File: src/hw/dir_guard_map.vh
// Constants for the direction reversal guard
// Assumes a 10 MHz ref_clk and pins synchronised inside the block
//
// Contract
// - The direction input is caught in a direction latch and then passes a two-stage shift register before the decoder.
// - The direction latch follows the direction input while the slow-speed indication is present.
// - All drives are off while latch input differs from its output or shift register input differs from its output.
// - The shift register advances on the PWM oscillator tick, so a change reaches the decoder one to two periods later.
// - Every toggle of the direction input makes a tach pulse whatever the motor speed.
// - The decoder combines the three hall inputs with the delayed direction to pick the high-side and low-side drives.
// - A PWM comparator trip clears the PWM latch and chops the low-side drives for the rest of the cycle; high-side drives stay on.
`ifndef DIR_GUARD_MAP_VH
`define DIR_GUARD_MAP_VH
`define OSC_PERIOD_NS 25000
`define CLK_PERIOD_NS 100
`define OSC_CYCLES (`OSC_PERIOD_NS / `CLK_PERIOD_NS)
`define TACH_PULSE_CYCLES 4
`define DIR_RESET 1'b0
`endif

File: src/hw/direction_reversal_guard.v
// Direction reversal guard with position decoder and PWM latch
// Assumes all pin inputs are asynchronous to ref_clk
`timescale 1ns/100ps
`include "dir_guard_map.vh"
module direction_reversal_guard #(
	parameter OSC_CYCLES = `OSC_CYCLES,
	parameter TACH_CYCLES = `TACH_PULSE_CYCLES
)(
	// Clock and reset
	input wire ref_clk,
	input wire rst_b,
	// Motor pins
	input wire direction_select,
	input wire slow_speed_sense,
	input wire [2:0] hall_position_inputs,
	input wire pwm_comp_trip,
	// Drives
	output reg [2:0] high_side_drive,
	output reg [2:0] low_side_drive,
	output reg tach_pulse_out,
	output reg osc_tick
);

// ----------------------------------------
// Input synchronisers
// ----------------------------------------
wire [5:0] pin_raw;
wire [5:0] pin_sync;
wire [2:0] hall_s;
wire dir_in;
wire slow;
wire trip;
assign pin_raw = {pwm_comp_trip, slow_speed_sense, direction_select, hall_position_inputs};
genvar gi;
generate
	for (gi = 0; gi < 6; gi = gi + 1)
	begin : sync_bit
		reg s1_r;
		reg s2_r;
		always @(posedge ref_clk or negedge rst_b)
			if (!rst_b)
			begin
				s1_r <= 1'b0;
				s2_r <= 1'b0;
			end
			else
			begin
				s1_r <= pin_raw[gi];
				s2_r <= s1_r;
			end
		assign pin_sync[gi] = s2_r;
	end
endgenerate
assign hall_s = pin_sync[2:0];
assign dir_in = pin_sync[3];
assign slow = pin_sync[4];
assign trip = pin_sync[5];

// ----------------------------------------
// PWM oscillator
// ----------------------------------------
reg [15:0] osc_r;
reg [15:0] osc_nxt;
wire tick;
assign tick = ({16'h0000, osc_r} == OSC_CYCLES - 1);
always @*
begin
	osc_nxt = osc_r + 16'h0001;
	if (tick)
		osc_nxt = 16'h0000;
end
always @(posedge ref_clk or negedge rst_b)
	if (!rst_b)
	begin
		osc_r <= 16'h0000;
		osc_tick <= 1'b0;
	end
	else
	begin
		osc_r <= osc_nxt;
		osc_tick <= tick;
	end

// ----------------------------------------
// Direction latch and shift register
// ----------------------------------------
reg dlatch_r;
reg dlatch_nxt;
reg [1:0] shift_r;
reg [1:0] shift_nxt;
always @*
begin
	dlatch_nxt = dlatch_r;
	if (slow)
		dlatch_nxt = dir_in;
	shift_nxt = shift_r;
	if (tick)
		shift_nxt = {shift_r[0], dlatch_r};
end
always @(posedge ref_clk or negedge rst_b)
	if (!rst_b)
	begin
		dlatch_r <= `DIR_RESET;
		shift_r <= {2{`DIR_RESET}};
	end
	else
	begin
		dlatch_r <= dlatch_nxt;
		shift_r <= shift_nxt;
	end

// ----------------------------------------
// Tach pulse on direction toggle
// ----------------------------------------
reg dir_prev_r;
reg [7:0] tach_r;
reg [7:0] tach_nxt;
reg tach_pulse_out_nxt;
wire toggle;
assign toggle = (dir_prev_r != dir_in);
always @*
begin
	tach_nxt = tach_r;
	if (toggle)
		tach_nxt = TACH_CYCLES[7:0];
	else if (tach_r != 8'h00)
		tach_nxt = tach_r - 8'h01;
	tach_pulse_out_nxt = toggle || (tach_r > 8'h01);
end
always @(posedge ref_clk or negedge rst_b)
	if (!rst_b)
	begin
		dir_prev_r <= `DIR_RESET;
		tach_r <= 8'h00;
		tach_pulse_out <= 1'b0;
	end
	else
	begin
		dir_prev_r <= dir_in;
		tach_r <= tach_nxt;
		tach_pulse_out <= tach_pulse_out_nxt;
	end

// ----------------------------------------
// PWM latch
// ----------------------------------------
reg pwm_latch_r;
reg pwm_latch_nxt;
always @*
begin
	pwm_latch_nxt = pwm_latch_r;
	if (trip)
		pwm_latch_nxt = 1'b0;
	else if (tick)
		pwm_latch_nxt = 1'b1;
end
always @(posedge ref_clk or negedge rst_b)
	if (!rst_b)
		pwm_latch_r <= 1'b0;
	else
		pwm_latch_r <= pwm_latch_nxt;

// ----------------------------------------
// Position decoder
// ----------------------------------------
function [5:0] decode;
	input [2:0] h;
	input d;
	reg [5:0] f;
	begin
		case (h)
			3'b101: f = {3'b001, 3'b010};
			3'b100: f = {3'b001, 3'b100};
			3'b110: f = {3'b010, 3'b100};
			3'b010: f = {3'b010, 3'b001};
			3'b011: f = {3'b100, 3'b001};
			3'b001: f = {3'b100, 3'b010};
			default: f = 6'h00;
		endcase
		decode = d ? {f[2:0], f[5:3]} : f;
	end
endfunction

// ----------------------------------------
// Drive outputs
// ----------------------------------------
wire inhibit;
wire [5:0] sel;
reg [2:0] hs_nxt;
reg [2:0] ls_nxt;
assign inhibit = (dir_in != dlatch_r) || (dlatch_r != shift_r[1]);
assign sel = decode(hall_s, shift_r[1]);
always @*
begin
	hs_nxt = sel[5:3];
	ls_nxt = sel[2:0];
	if (!pwm_latch_r)
		ls_nxt = 3'h0;
	if (inhibit)
	begin
		hs_nxt = 3'h0;
		ls_nxt = 3'h0;
	end
end
always @(posedge ref_clk or negedge rst_b)
	if (!rst_b)
	begin
		high_side_drive <= 3'h0;
		low_side_drive <= 3'h0;
	end
	else
	begin
		high_side_drive <= hs_nxt;
		low_side_drive <= ls_nxt;
	end
endmodule

File: config.mk
export PLATFORM = sky130hd
export DESIGN_NAME = direction_reversal_guard
export DESIGN_NICKNAME = d
export VERILOG_FILES = /design/src/hw/direction_reversal_guard.v
export VERILOG_INCLUDE_DIRS = /design/src /design/src/hw
export SDC_FILE = /design/constraint.sdc
export NUM_CORES = 1
export LEC_CHECK = 0
export BUFFER_PORTS_ARGS = -buffer_cell sky130_fd_sc_hd__buf_2
export CORE_MARGIN = 2
export CORE_UTILIZATION = 50
export DETAILED_ROUTE_END_ITERATION = 7
export GPL_TIMING_DRIVEN = 0
export PLACE_DENSITY = 0.68
export SYNTH_ARGS = -nofsm -noshare
export SYNTH_HDL_FRONTEND = slang
export SYNTH_SLANG_ARGS = --single-unit
File: constraint.sdc
create_clock -name ref_clk -period 5.7 [get_ports ref_clk]
set_input_delay 1.14 -clock ref_clk [delete_from_list [all_inputs] [get_ports ref_clk]]
set_output_delay 1.14 -clock ref_clk [all_outputs]
set_load 0.01 [all_outputs]
==> metrics, run 1 <==
largest net degree at the start of global routing=50; placed cell area=2210 um2; post-cts gate resize count=0; CTS Buffer Depth=2; Critical Path Source=osc_r[12]$_DFF_PN0_; post-route setup slack=3.63 ns; WL met1=1.46 mm; drt wl/cell=13.2 um; Least-Margin Pin Slew=1.03 ns; worst-case reg-to-reg path depth=3; Hold-fix buffers, CTS=0; Internal Power=541 uW; Syn. warnings=0; Post-synth EDFFs=0; Die X=68.4 um; met3 wire len=97 um; CTS Buf Count=5; CP arrival=2.26 ns; share of the synthesized area in the top cell type=59.2%; Slew HR=31.5%; #FFs+latches synth=49; ANT nets after route=0; share of layout cells above drive strength 1=16.8%; aggregate global routing overflow=0; Initial Utilization=51.8%; vias in the first global route=1247; initial antenna violation count=0; fin crit share=36.4%; Leakage=0.00107 uW; syn_area_per_cell=11.9 um2; Slew Viols, Final=0; CTS tree=built; post-synth net total=187; Critical Path Sink=shift_r[1]$_DFFE_PN0P_; DR vias/cell=5.41; crit path time final=2.07 ns; final hold slack=0.356 ns; FFs w/ async S/R, synth=100%; pwr dens=340 nW/um2; Post-Synthesis Cells=174; Finish-stage setup viols=0; Layout area overhead=11.2%; maximum VDD drop=0.000180 V; clock sinks=49; CTS Root Cell=clkbuf_8; first-pass GRT wire length=5.24 mm; Final Routed Wirelength=3.25 mm; top_reg_cell synth=dfrtp_1; CP cell instances=or4_4 -> nor4_4 -> mux2_4; reg2reg setup slack=3.63 ns; top cells by area, synth=dfrtp_1 (59%), ha_1 (3.0%), xor2_1 (3.0%); dpl ws=3.64 ns; CP Capture Type=flip-flop; sw power=243 uW; critical path peak fanout=10; most frequent cells in the layout=dfrtp_1 (49), buf_2 (15), nand2_1 (11), inv_1 (9); Worst path slowest cell=nor4_4; Tot GR Track Use=15.2%; uppermost routed layer=met4; required time of the critical path=5.89 ns; Crit Path Category=reg -> reg; FF-to-FF End=shift_r[1]$_DFFE_PN0P_; DRC viols=0; final instance area=2300 um2; status=finished, final reports clean; commonest non-fill, non-tap cell in the layout=dfrtp_1; ANT cells=0; post-synth cell types=40; met2 WL=1.68 mm; Fmax achieved=482 MHz; # H-tree levels=2; Sw Share=31.0%; worst clock skew=0.00839 ns; IO buf count=15; GPL Wtd Cong=0.701; crit path launch type=flip-flop; Clock power frac=25.8%; Die H=68.4 um; core area=4000 um2; initial DRC count=58; RSZ-0062 raised after global routing=false; Reg-to-Reg Start=osc_r[12]$_DFF_PN0_; row count=23; Final TNS setup=0 ns; Synth Cell Area=2070 um2; die area=4680 um2; share of the yosys chip area belonging to registers=59.2%; clk_lat worst skew=0.30 ns; Power Total=784 uW; Comb pwr share=22.1%; sequential power share=52.1%; top cell type by total area after synthesis=dfrtp_1; Via Count=1336; number of hold violations in the final report=0; fin nets=209; placed wire-length estimate=2.34 mm; post-CTS setup buffer count=0; CTS clk-pin slew, worst paths=0.09 ns; crit-path max cell delay=0.62 ns; DRT Pass-1 Iters=5; I/O Pins=16; number of max-cap violations=0; Hold Crit Class=reg -> reg
-- cell usage after synthesis (2+ instances only) --
cell type	number
ha_1	5
nand4_1	2
nor3_1	6
xor2_1	7
a21oi_1	4
and2_1	3
mux2i_1	3
nand2_1	11
clkbuf_1	2
o21a_1	3
nand3_1	8
mux2_4	2
or3_1	6
xnor2_1	5
dfrtp_1	49
nand2b_1	8
nor4_1	4
or2_2	2
o21ai_0	3
inv_1	9
o22ai_1	6
a2111oi_0	3
nor2_1	6
-- cell type report --
| cell class | count | area, um2 |
|---|---|---|
| Buffer | 2 | 7.51 |
| Inverter | 9 | 33.8 |
| Tap cell | 50 | 62.6 |
| Clock inverter | 3 | 25.0 |
| Sequential cell | 49 | 1230 |
| Multi-Input combinational cell | 114 | 805 |
| Fill cell | 317 | 1700 |
| Clock buffer | 5 | 68.8 |
| Timing Repair Buffer | 15 | 75.1 |
-- kinds of logic (layout without fill, tap and decap cells) --
logic type	Yosys count	count (layout)	synth area share [%]
flip-flops	49	49	59.2
AND/OR/NAND/NOR	66	66	19.0
adder cells (fa/ha/maj)	5	5	3.02
multiplexers	6	6	3.44
XOR/XNOR	12	12	5.07
buffers and inverters	11	34	1.99
AO/OA/AOI/OAI	25	25	8.33
-- per-stage QoR --
stage          util [%]  cells
6_report           57.6    247
5_1_grt            57.6    247
4_1_cts            57.6    247
3_5_place_dp       55.2    239
3_3_place_gp       55.2    239
2_1_floorplan         -    174
-- power by group through the flow --
| stage | Clock, uW | Combinational (uW) | Sequential (uW) |
|---|---|---|---|
| 6_report | 202 | 173 | 408 |
| 5_1_grt | 227 | 192 | 414 |
| 4_1_cts | 210 | 174 | 408 |
| 3_5_place_dp | 0 | 173 | 415 |
| 3_3_place_gp | 0 | 163 | 412 |
| 2_1_floorplan | 0 | 129 | 409 |
-- worst min-delay path by stage --
stage                               startpoint                         end  slack (ns)  cells past startpoint
floorplan           sync_bit[3].s1_r$_DFF_PN0_            dir_in$_DFF_PN0_        0.33                      0
CTS                 sync_bit[2].s1_r$_DFF_PN0_  sync_bit[2].s2_r$_DFF_PN0_        0.36                      0
global placement    sync_bit[0].s1_r$_DFF_PN0_  sync_bit[0].s2_r$_DFF_PN0_        0.33                      0
finish              sync_bit[2].s1_r$_DFF_PN0_  sync_bit[2].s2_r$_DFF_PN0_        0.36                      0
detailed placement  sync_bit[2].s1_r$_DFF_PN0_  sync_bit[2].s2_r$_DFF_PN0_        0.34                      0
global route        sync_bit[0].s1_r$_DFF_PN0_  sync_bit[0].s2_r$_DFF_PN0_        0.37                      0
-- flip-flops by register name (all words and copies together), names as in the netlist --
signal,count
osc_r,16
low_side_drive,3
high_side_drive,3
dir_in,1
pwm_latch_r,1
tach_pulse_out,1
tach_r,8
slow,1
sync_bit.s1_r,6
osc_tick,1
sync_bit.s2_r,4
shift_r,2
dir_prev_r,1
dlatch_r,1
-- routing by layer --
layer | vias to the layer above | GRT usage [%]
met3 | 2 | 4.93
met4 | 0 | 4.50
li1 | 658 | -
met2 | 14 | 26.7
met1 | 662 | 17.8
met5 | - | 0
-- worst max-delay path: cells and delay by family, from the launching register on --
family           cells  cell delay, ns
AND/OR/NAND/NOR      2            1.20
multiplexers         1            0.35
flip-flops           1            0.42
Power figures use the tool's default switching activity.
==> run 2: changes to the inputs <==
Settings changed: ABC_AREA from default to 1.
Clock period 5.7 ns to 2 ns, I/O delays scaled along.
==> run 2 against run 1 <==
Final cell count grew 37%. Combinational power rose to 2.7 times the previous value. Non-clock buffer count unchanged. Count of clock-buffer cells in the layout unchanged. Sequential share of layout area shrank 4.8 points. Core utilization rose by 0.15 points. Routed wire length grew 14%. Synthesized cell count up 52%. Area after synthesis rose by 11%. Die area grew 10%. Design area rose by 9.9%. Largest cell class unchanged. Highest routed layer unchanged.
==> metrics, run 2 <==
post-synth cell types=27 (-33%); Leakage=0.00129 uW (+20%); Syn. warnings=0 (unchanged); CP top delay family=simple AND/OR/NAND/NOR gates; vias in the first global route=1638 (+31%); Reg-to-Reg Start=tach_r[0]$_DFFE_PN0P_; WP depth=5 (+2); ANT cells=0 (unchanged); Hold-fix buffers, CTS=0 (unchanged); GR met2 Demand/Resource=28.0% (+1.3 points); GPL Wtd Cong=0.822 (+17%); Final TNS setup=0 ns (unchanged); pwr dens=873 nW/um2 (+160%); CP cell instances=inv_1 -> ha_1 -> nand3_1 -> nor2_1 -> nor2_1; crit path launch type=flip-flop; share of layout cells above drive strength 1=15.0% (-1.8 points); top_reg_cell synth=dfrtp_1; Slew HR=30.7% (-0.80 points); Die H=71.8 um (+5.0%); drt wl/cell=10.9 um (-17%); Via Count=1663 (+24%); number of hold violations in the final report=0 (unchanged); CP Buf/Inv Count=1 (+1); share of the yosys chip area belonging to registers=53.4% (-5.8 points); core area=4380 um2 (+9.6%); post-cts gate resize count=0 (unchanged); #FFs+latches synth=49 (unchanged); most frequent cells in the layout=nand2_1 (57), dfrtp_1 (49), nor2_1 (40), inv_1 (36), nand3_1 (24); initial antenna violation count=0 (unchanged); required time of the critical path=2.18 ns (-3.71 ns); Hold Crit Class=in -> reg; post-CTS setup buffer count=0 (unchanged); Worst path slowest cell=dfrtp_1; Die X=71.8 um (+5.0%); most flop-heavy register=osc_r; fin util=57.7% (+0.15 points); Slew Viols, Final=0 (unchanged); worst clock skew=0.00617 ns (-0.00222 ns); initial DRC count=48 (-17%); Crit Path Category=reg -> reg; ANT nets after route=0 (unchanged); clk_lat worst skew=0.30 ns (about the same); Synth top cells by count=nand2_1 (57), dfrtp_1 (49), nor2_1 (40); fin cells=339 (+37%); CP arrival=1.60 ns (-0.66 ns); Synth Cell Area=2300 um2 (+11%); first-pass GRT wire length=6.79 mm (+29%); crit-path max cell delay=0.42 ns (-0.20 ns); met1 usage=21.0% (+3.2 points); maximum VDD drop=0.000463 V (+160%); FFs w/ async S/R, synth=100% (unchanged); row count=24 (+4.3%); fin crit share=71.0% (+35 points); crit path time final=1.42 ns (-0.652 ns); CP Capture Type=flip-flop; Worst Hold Launch=pwm_comp_trip; clock sinks=49 (unchanged); fin nets=299 (+43%); Tot GR Track Use=16.8% (+1.5 points); syn_area_per_cell=8.70 um2 (-27%); I/O Pins=16 (unchanged); Initial Utilization=52.4% (+0.60 points); number of max-cap violations=0 (unchanged); IO buf count=15 (unchanged); DRT Pass-1 Iters=4 (-1); CTS tree=built; RSZ-0062 raised after global routing=false; CTS Buffer Depth=2 (unchanged); Finish-stage setup viols=0 (unchanged); most common cell in the netlist=nand2_1; max FFs per register=16 (unchanged); Layout area overhead=10.2%; CTS Root Cell=clkbuf_8; commonest non-fill, non-tap cell in the layout=nand2_1; DR vias/cell=4.91 (-9.3%); worst-case reg-to-reg path depth=5 (+2); aggregate global routing overflow=0 (unchanged); Post-Synthesis Cells=264 (+52%); top cells by area, synth=dfrtp_1 (53%), nand2_1 (9.3%), nor2_1 (6.5%); WHS Path Cells=1 (+1); largest net degree at the start of global routing=50 (unchanged); FF-to-FF End=tach_r[7]$_DFFE_PN0P_; # H-tree levels=2 (unchanged); GR peak layer=met2; Final Routed Wirelength=3.71 mm (+14%); cell mode on critical path=nor2_1; met3 usage=4.36% (-0.57 points); reg2reg setup slack=0.58 ns (-3.05 ns); WHS Endpoint=sync_bit[5].s1_r$_DFF_PN0_; share of the synthesized area in the top cell type=53.4% (-5.8 points); post-synth net total=277 (+48%); critical path peak fanout=6 (-4); top flop regs=osc_r (16), tach_r (8), sync_bit.s1_r (6); status=finished, final reports clean; CTS Buf Count=5 (unchanged); placed wire-length estimate=2.66 mm (+14%); Fmax achieved=704 MHz (+46%); CTS clk-pin slew, worst paths=0.09 ns (about the same); die area=5150 um2 (+10%); DRC viols=0 (unchanged); top cell type by total area after synthesis=dfrtp_1; DP Cell Count=331 (+38%); Least-Margin Pin Slew=1.04 ns (+0.0120 ns); Post-synth EDFFs=0 (unchanged)
## run 2: worst register-to-register path, stage by stage (launching register included)
cell	delay, ns
dfrtp_1	0.42
inv_1	0.18
ha_1	0.20
nand3_1	0.14
nor2_1	0.28
nor2_1	0.09
## run 2: worst max path at each step
stage | startpoint | slack (ns) | endpoint
floorplan | tach_r[0]$_DFFE_PN0P_ | 0.83 | tach_r[5]$_DFFE_PN0P_
global placement | tach_r[0]$_DFFE_PN0P_ | 0.60 | tach_r[7]$_DFFE_PN0P_
detailed placement | tach_r[0]$_DFFE_PN0P_ | 0.59 | tach_r[7]$_DFFE_PN0P_
CTS | tach_r[0]$_DFFE_PN0P_ | 0.57 | tach_r[7]$_DFFE_PN0P_
global route | tach_r[0]$_DFFE_PN0P_ | 0.46 | tach_r[7]$_DFFE_PN0P_
finish | tach_r[0]$_DFFE_PN0P_ | 0.58 | tach_r[7]$_DFFE_PN0P_
## run 2: layout make-up
class,count,area (um2)
clock buffers,5,68.8
fillers,395,1850
clock inverters,3,25.0
repair buffers,15,75.1
well taps,52,65.1
plain buffers,2,12.5
multi-input cells,176,920
flip-flops and latches,49,1230
inverters,37,139
## run 2: metal layers
layer  wire [um]  vias to the layer above
li1            -                      866
met4          51                        0
met1        1850                      769
met5           0                        -
met2        1710                       21
met3         103                        7
## run 2: report_power, final
group / switching (uW) / internal [uW] / leakage [uW]
logic: 297 / 172 / 0.000624
clock network: 336 / 253 / 0.0000447
registers: 76.8 / 1080 / 0.000624
## run 2: stage by stage
step	hold WS, ns	total power (uW)	setup WS (ns)	cell area [um2]
after floorplan	0.104	1520	0.833	2300
after global placement	0.333	1630	0.599	2440
after detailed placement	0.337	1640	0.587	2440
after CTS	0.185	2240	0.570	2530
after global routing	0.169	2390	0.455	2530
final	0.198	2210	0.579	2530
## run 2: kinds of logic (layout without fill, tap and decap cells)
family	Yosys count	after routing	share of synthesized area, %
compound gates	14	14	3.70
mux	1	1	0.490
simple gates	145	145	28.9
flops	49	49	53.4
fa+ha+maj	5	5	2.72
xor+xnor	11	11	4.19
buf+inv	39	62	6.59
==> run 3: changes to the inputs <==
Settings changed: PLACE_DENSITY 0.68 to 0.71.
Clock period 2 ns to 1.2 ns, I/O delays scaled along.
==> run 3 against run 2 <==
Count of clock-buffer cells in the layout grew 1. Core utilization increased by 9.0 points. Clock power up 61%. Design area increased by 16%. Sequential share of layout area is 6.3 points lower. Critical endpoint is now tach_r[1]$_DFFE_PN0P_. Final cell count rose by 6.2%. Flip-flop and latch count unchanged. Critical path depth up 1. Via count rose by 6.3%. The run now ends with setup timing left. Clock skew is 0.0014 ns lower. Register-to-register slack worse by 0.67 ns. Largest power group unchanged.
==> metrics, run 3 (synthesis gave the netlist of run 2 again) <==
vias in the first global route=1630 (-0.49%); placed wire-length estimate=2.61 mm (-2.1%); Slew HR=30.5% (-0.20 points); clk_lat worst skew=0.29 ns (about the same); CTS Buffer Depth=2 (unchanged); crit-path max cell delay=0.43 ns (about the same); max FFs per register=16 (unchanged); DRT Pass-1 Iters=4 (unchanged); DRC viols=0 (unchanged); fin crit share=108% (+37 points); drt wl/cell=12.2 um (+11%); required time of the critical path=1.44 ns (-0.74 ns); CTS clk-pin slew, worst paths=0.09 ns (about the same); Worst path slowest cell=dfrtp_1; CP Capture Type=flip-flop; RSZ-0062 raised after global routing=true; Layout area overhead=27.5%; fin nets=320 (+7.0%); aggregate global routing overflow=0 (unchanged); IO buf count=15 (unchanged); critical path peak fanout=4 (-2); CP cell instances=inv_2 -> ha_4 -> nand2_4 -> nor3_4 -> nand3_1 -> nand2_1; Final TNS setup=-0.720 ns (-0.720 ns); CTS tree=built; Final Routed Wirelength=4.38 mm (+18%); pwr dens=1560 nW/um2 (+79%); number of hold violations in the final report=0 (unchanged); CP top delay family=simple AND/OR/NAND/NOR gates; crit path launch type=flip-flop; share of layout cells above drive strength 1=32.1% (+17 points); Finish-stage setup viols=23 (+23); initial antenna violation count=0 (unchanged); CP Buf/Inv Count=1 (unchanged); fin util=66.8% (+9.0 points); number of max-cap violations=0 (unchanged); worst clock skew=0.00474 ns (-0.00142 ns); failing checks=setup timing; WP depth=6 (+1); post-route setup slack=-0.0916 ns (-0.671 ns); Hold-fix buffers, CTS=0 (unchanged); # H-tree levels=2 (unchanged); maximum VDD drop=0.000933 V (+100%); fill cell count=339 (-14%); core area=4380 um2 (unchanged); Fmax achieved=774 MHz (+10%); Least-Margin Pin Slew=1.04 ns (+0.00305 ns); CTS Root Cell=clkbuf_8; CP arrival=1.53 ns (-0.07 ns); most frequent cells in the layout=nand2_1 (52), dfrtp_1 (44), nor2_1 (32), inv_1 (29), nand3_1 (21); reg2reg setup slack=-0.09 ns (-0.67 ns); largest net degree at the start of global routing=50 (unchanged); ANT nets after route=0 (unchanged); crit path time final=1.29 ns (-0.129 ns); CTS Buf Count=5 (unchanged); die area=5150 um2 (unchanged); Leakage=0.00142 uW (+9.5%); ANT cells=0 (unchanged); commonest non-fill, non-tap cell in the layout=nand2_1; I/O Pins=16 (unchanged); status=complete, but fails checks; dpl ws=-0.144 ns (-0.730 ns); Tot GR Track Use=18.0% (+1.2 points); top flop regs=osc_r (16), tach_r (8), sync_bit.s1_r (6); DR vias/cell=4.91 (about the same); initial DRC count=57 (+19%); worst-case reg-to-reg path depth=6 (+1); Die H=71.8 um (unchanged); WHS Path Cells=1 (unchanged); Crit Path Category=reg -> reg; row count=24 (unchanged); Via Count=1767 (+6.3%); Initial Utilization=52.4% (unchanged); Hold Crit Class=in -> reg; most flop-heavy register=osc_r; Die X=71.8 um (unchanged); clock sinks=49 (unchanged); GPL Wtd Cong=0.858 (+4.3%); Slew Viols, Final=0 (unchanged); first-pass GRT wire length=7.25 mm (+6.8%)
## run 3: power breakdown
part           internal, uW  switching (uW)  total (uW)
registers              1800             150        1950
clock network           416             530         946
logic                   791             892        1680
## run 3: final timing paths
kind                                       startpoint                          to
min                                     pwm_comp_trip  sync_bit[5].s1_r$_DFF_PN0_
min in group asynchronous                       rst_b         osc_r[10]$_DFF_PN0_
min reg2reg                sync_bit[3].s1_r$_DFF_PN0_            dir_in$_DFF_PN0_
max reg2reg                     tach_r[1]$_DFFE_PN0P_       tach_r[1]$_DFFE_PN0P_
max in group asynchronous                       rst_b          osc_r[3]$_DFF_PN0_
max                             tach_r[1]$_DFFE_PN0P_       tach_r[1]$_DFFE_PN0P_
## run 3: through the flow
stage                     power [uW]  hold slack (ns)  instance area, um2  instances
after floorplan                 2540          -0.0556                2300        264
after global placement          2720            0.332                2440        331
after detailed placement        2730            0.338                2440        331
after CTS                       3980           0.0321                2680        351
after global routing            4870           0.0243                2930        360
final                           4580           0.0467                2930        360
## run 3: timing repair
action | in CTS | in global routing
cloned | 0 | 0
pin swaps | 8 | 22
gates resized for setup | 18 | 43
buffers inserted | 12 | 10
endpoints found under the setup margin | 24 | 35
## run 3: layout make-up
| class | count | area [um2] | share of cell area [%] |
|---|---|---|---|
| flip-flops and latches | 49 | 1230 | 42.1 |
| multi-input cells | 176 | 1120 | 38.2 |
| repair buffers | 36 | 269 | 9.19 |
| inverters | 37 | 139 | 4.74 |
| clock buffers | 6 | 72.6 | 2.48 |
| well taps | 52 | 65.1 | 2.22 |
| plain buffers | 2 | 18.8 | 0.641 |
| clock inverters | 2 | 13.8 | 0.470 |
## run 3: per-layer routing
layer,global-route usage (%),share of wire [%]
met1,24.8,47
met2,27.9,48
met3,3.94,2.6
met4,7.34,2.3
met5,0,0
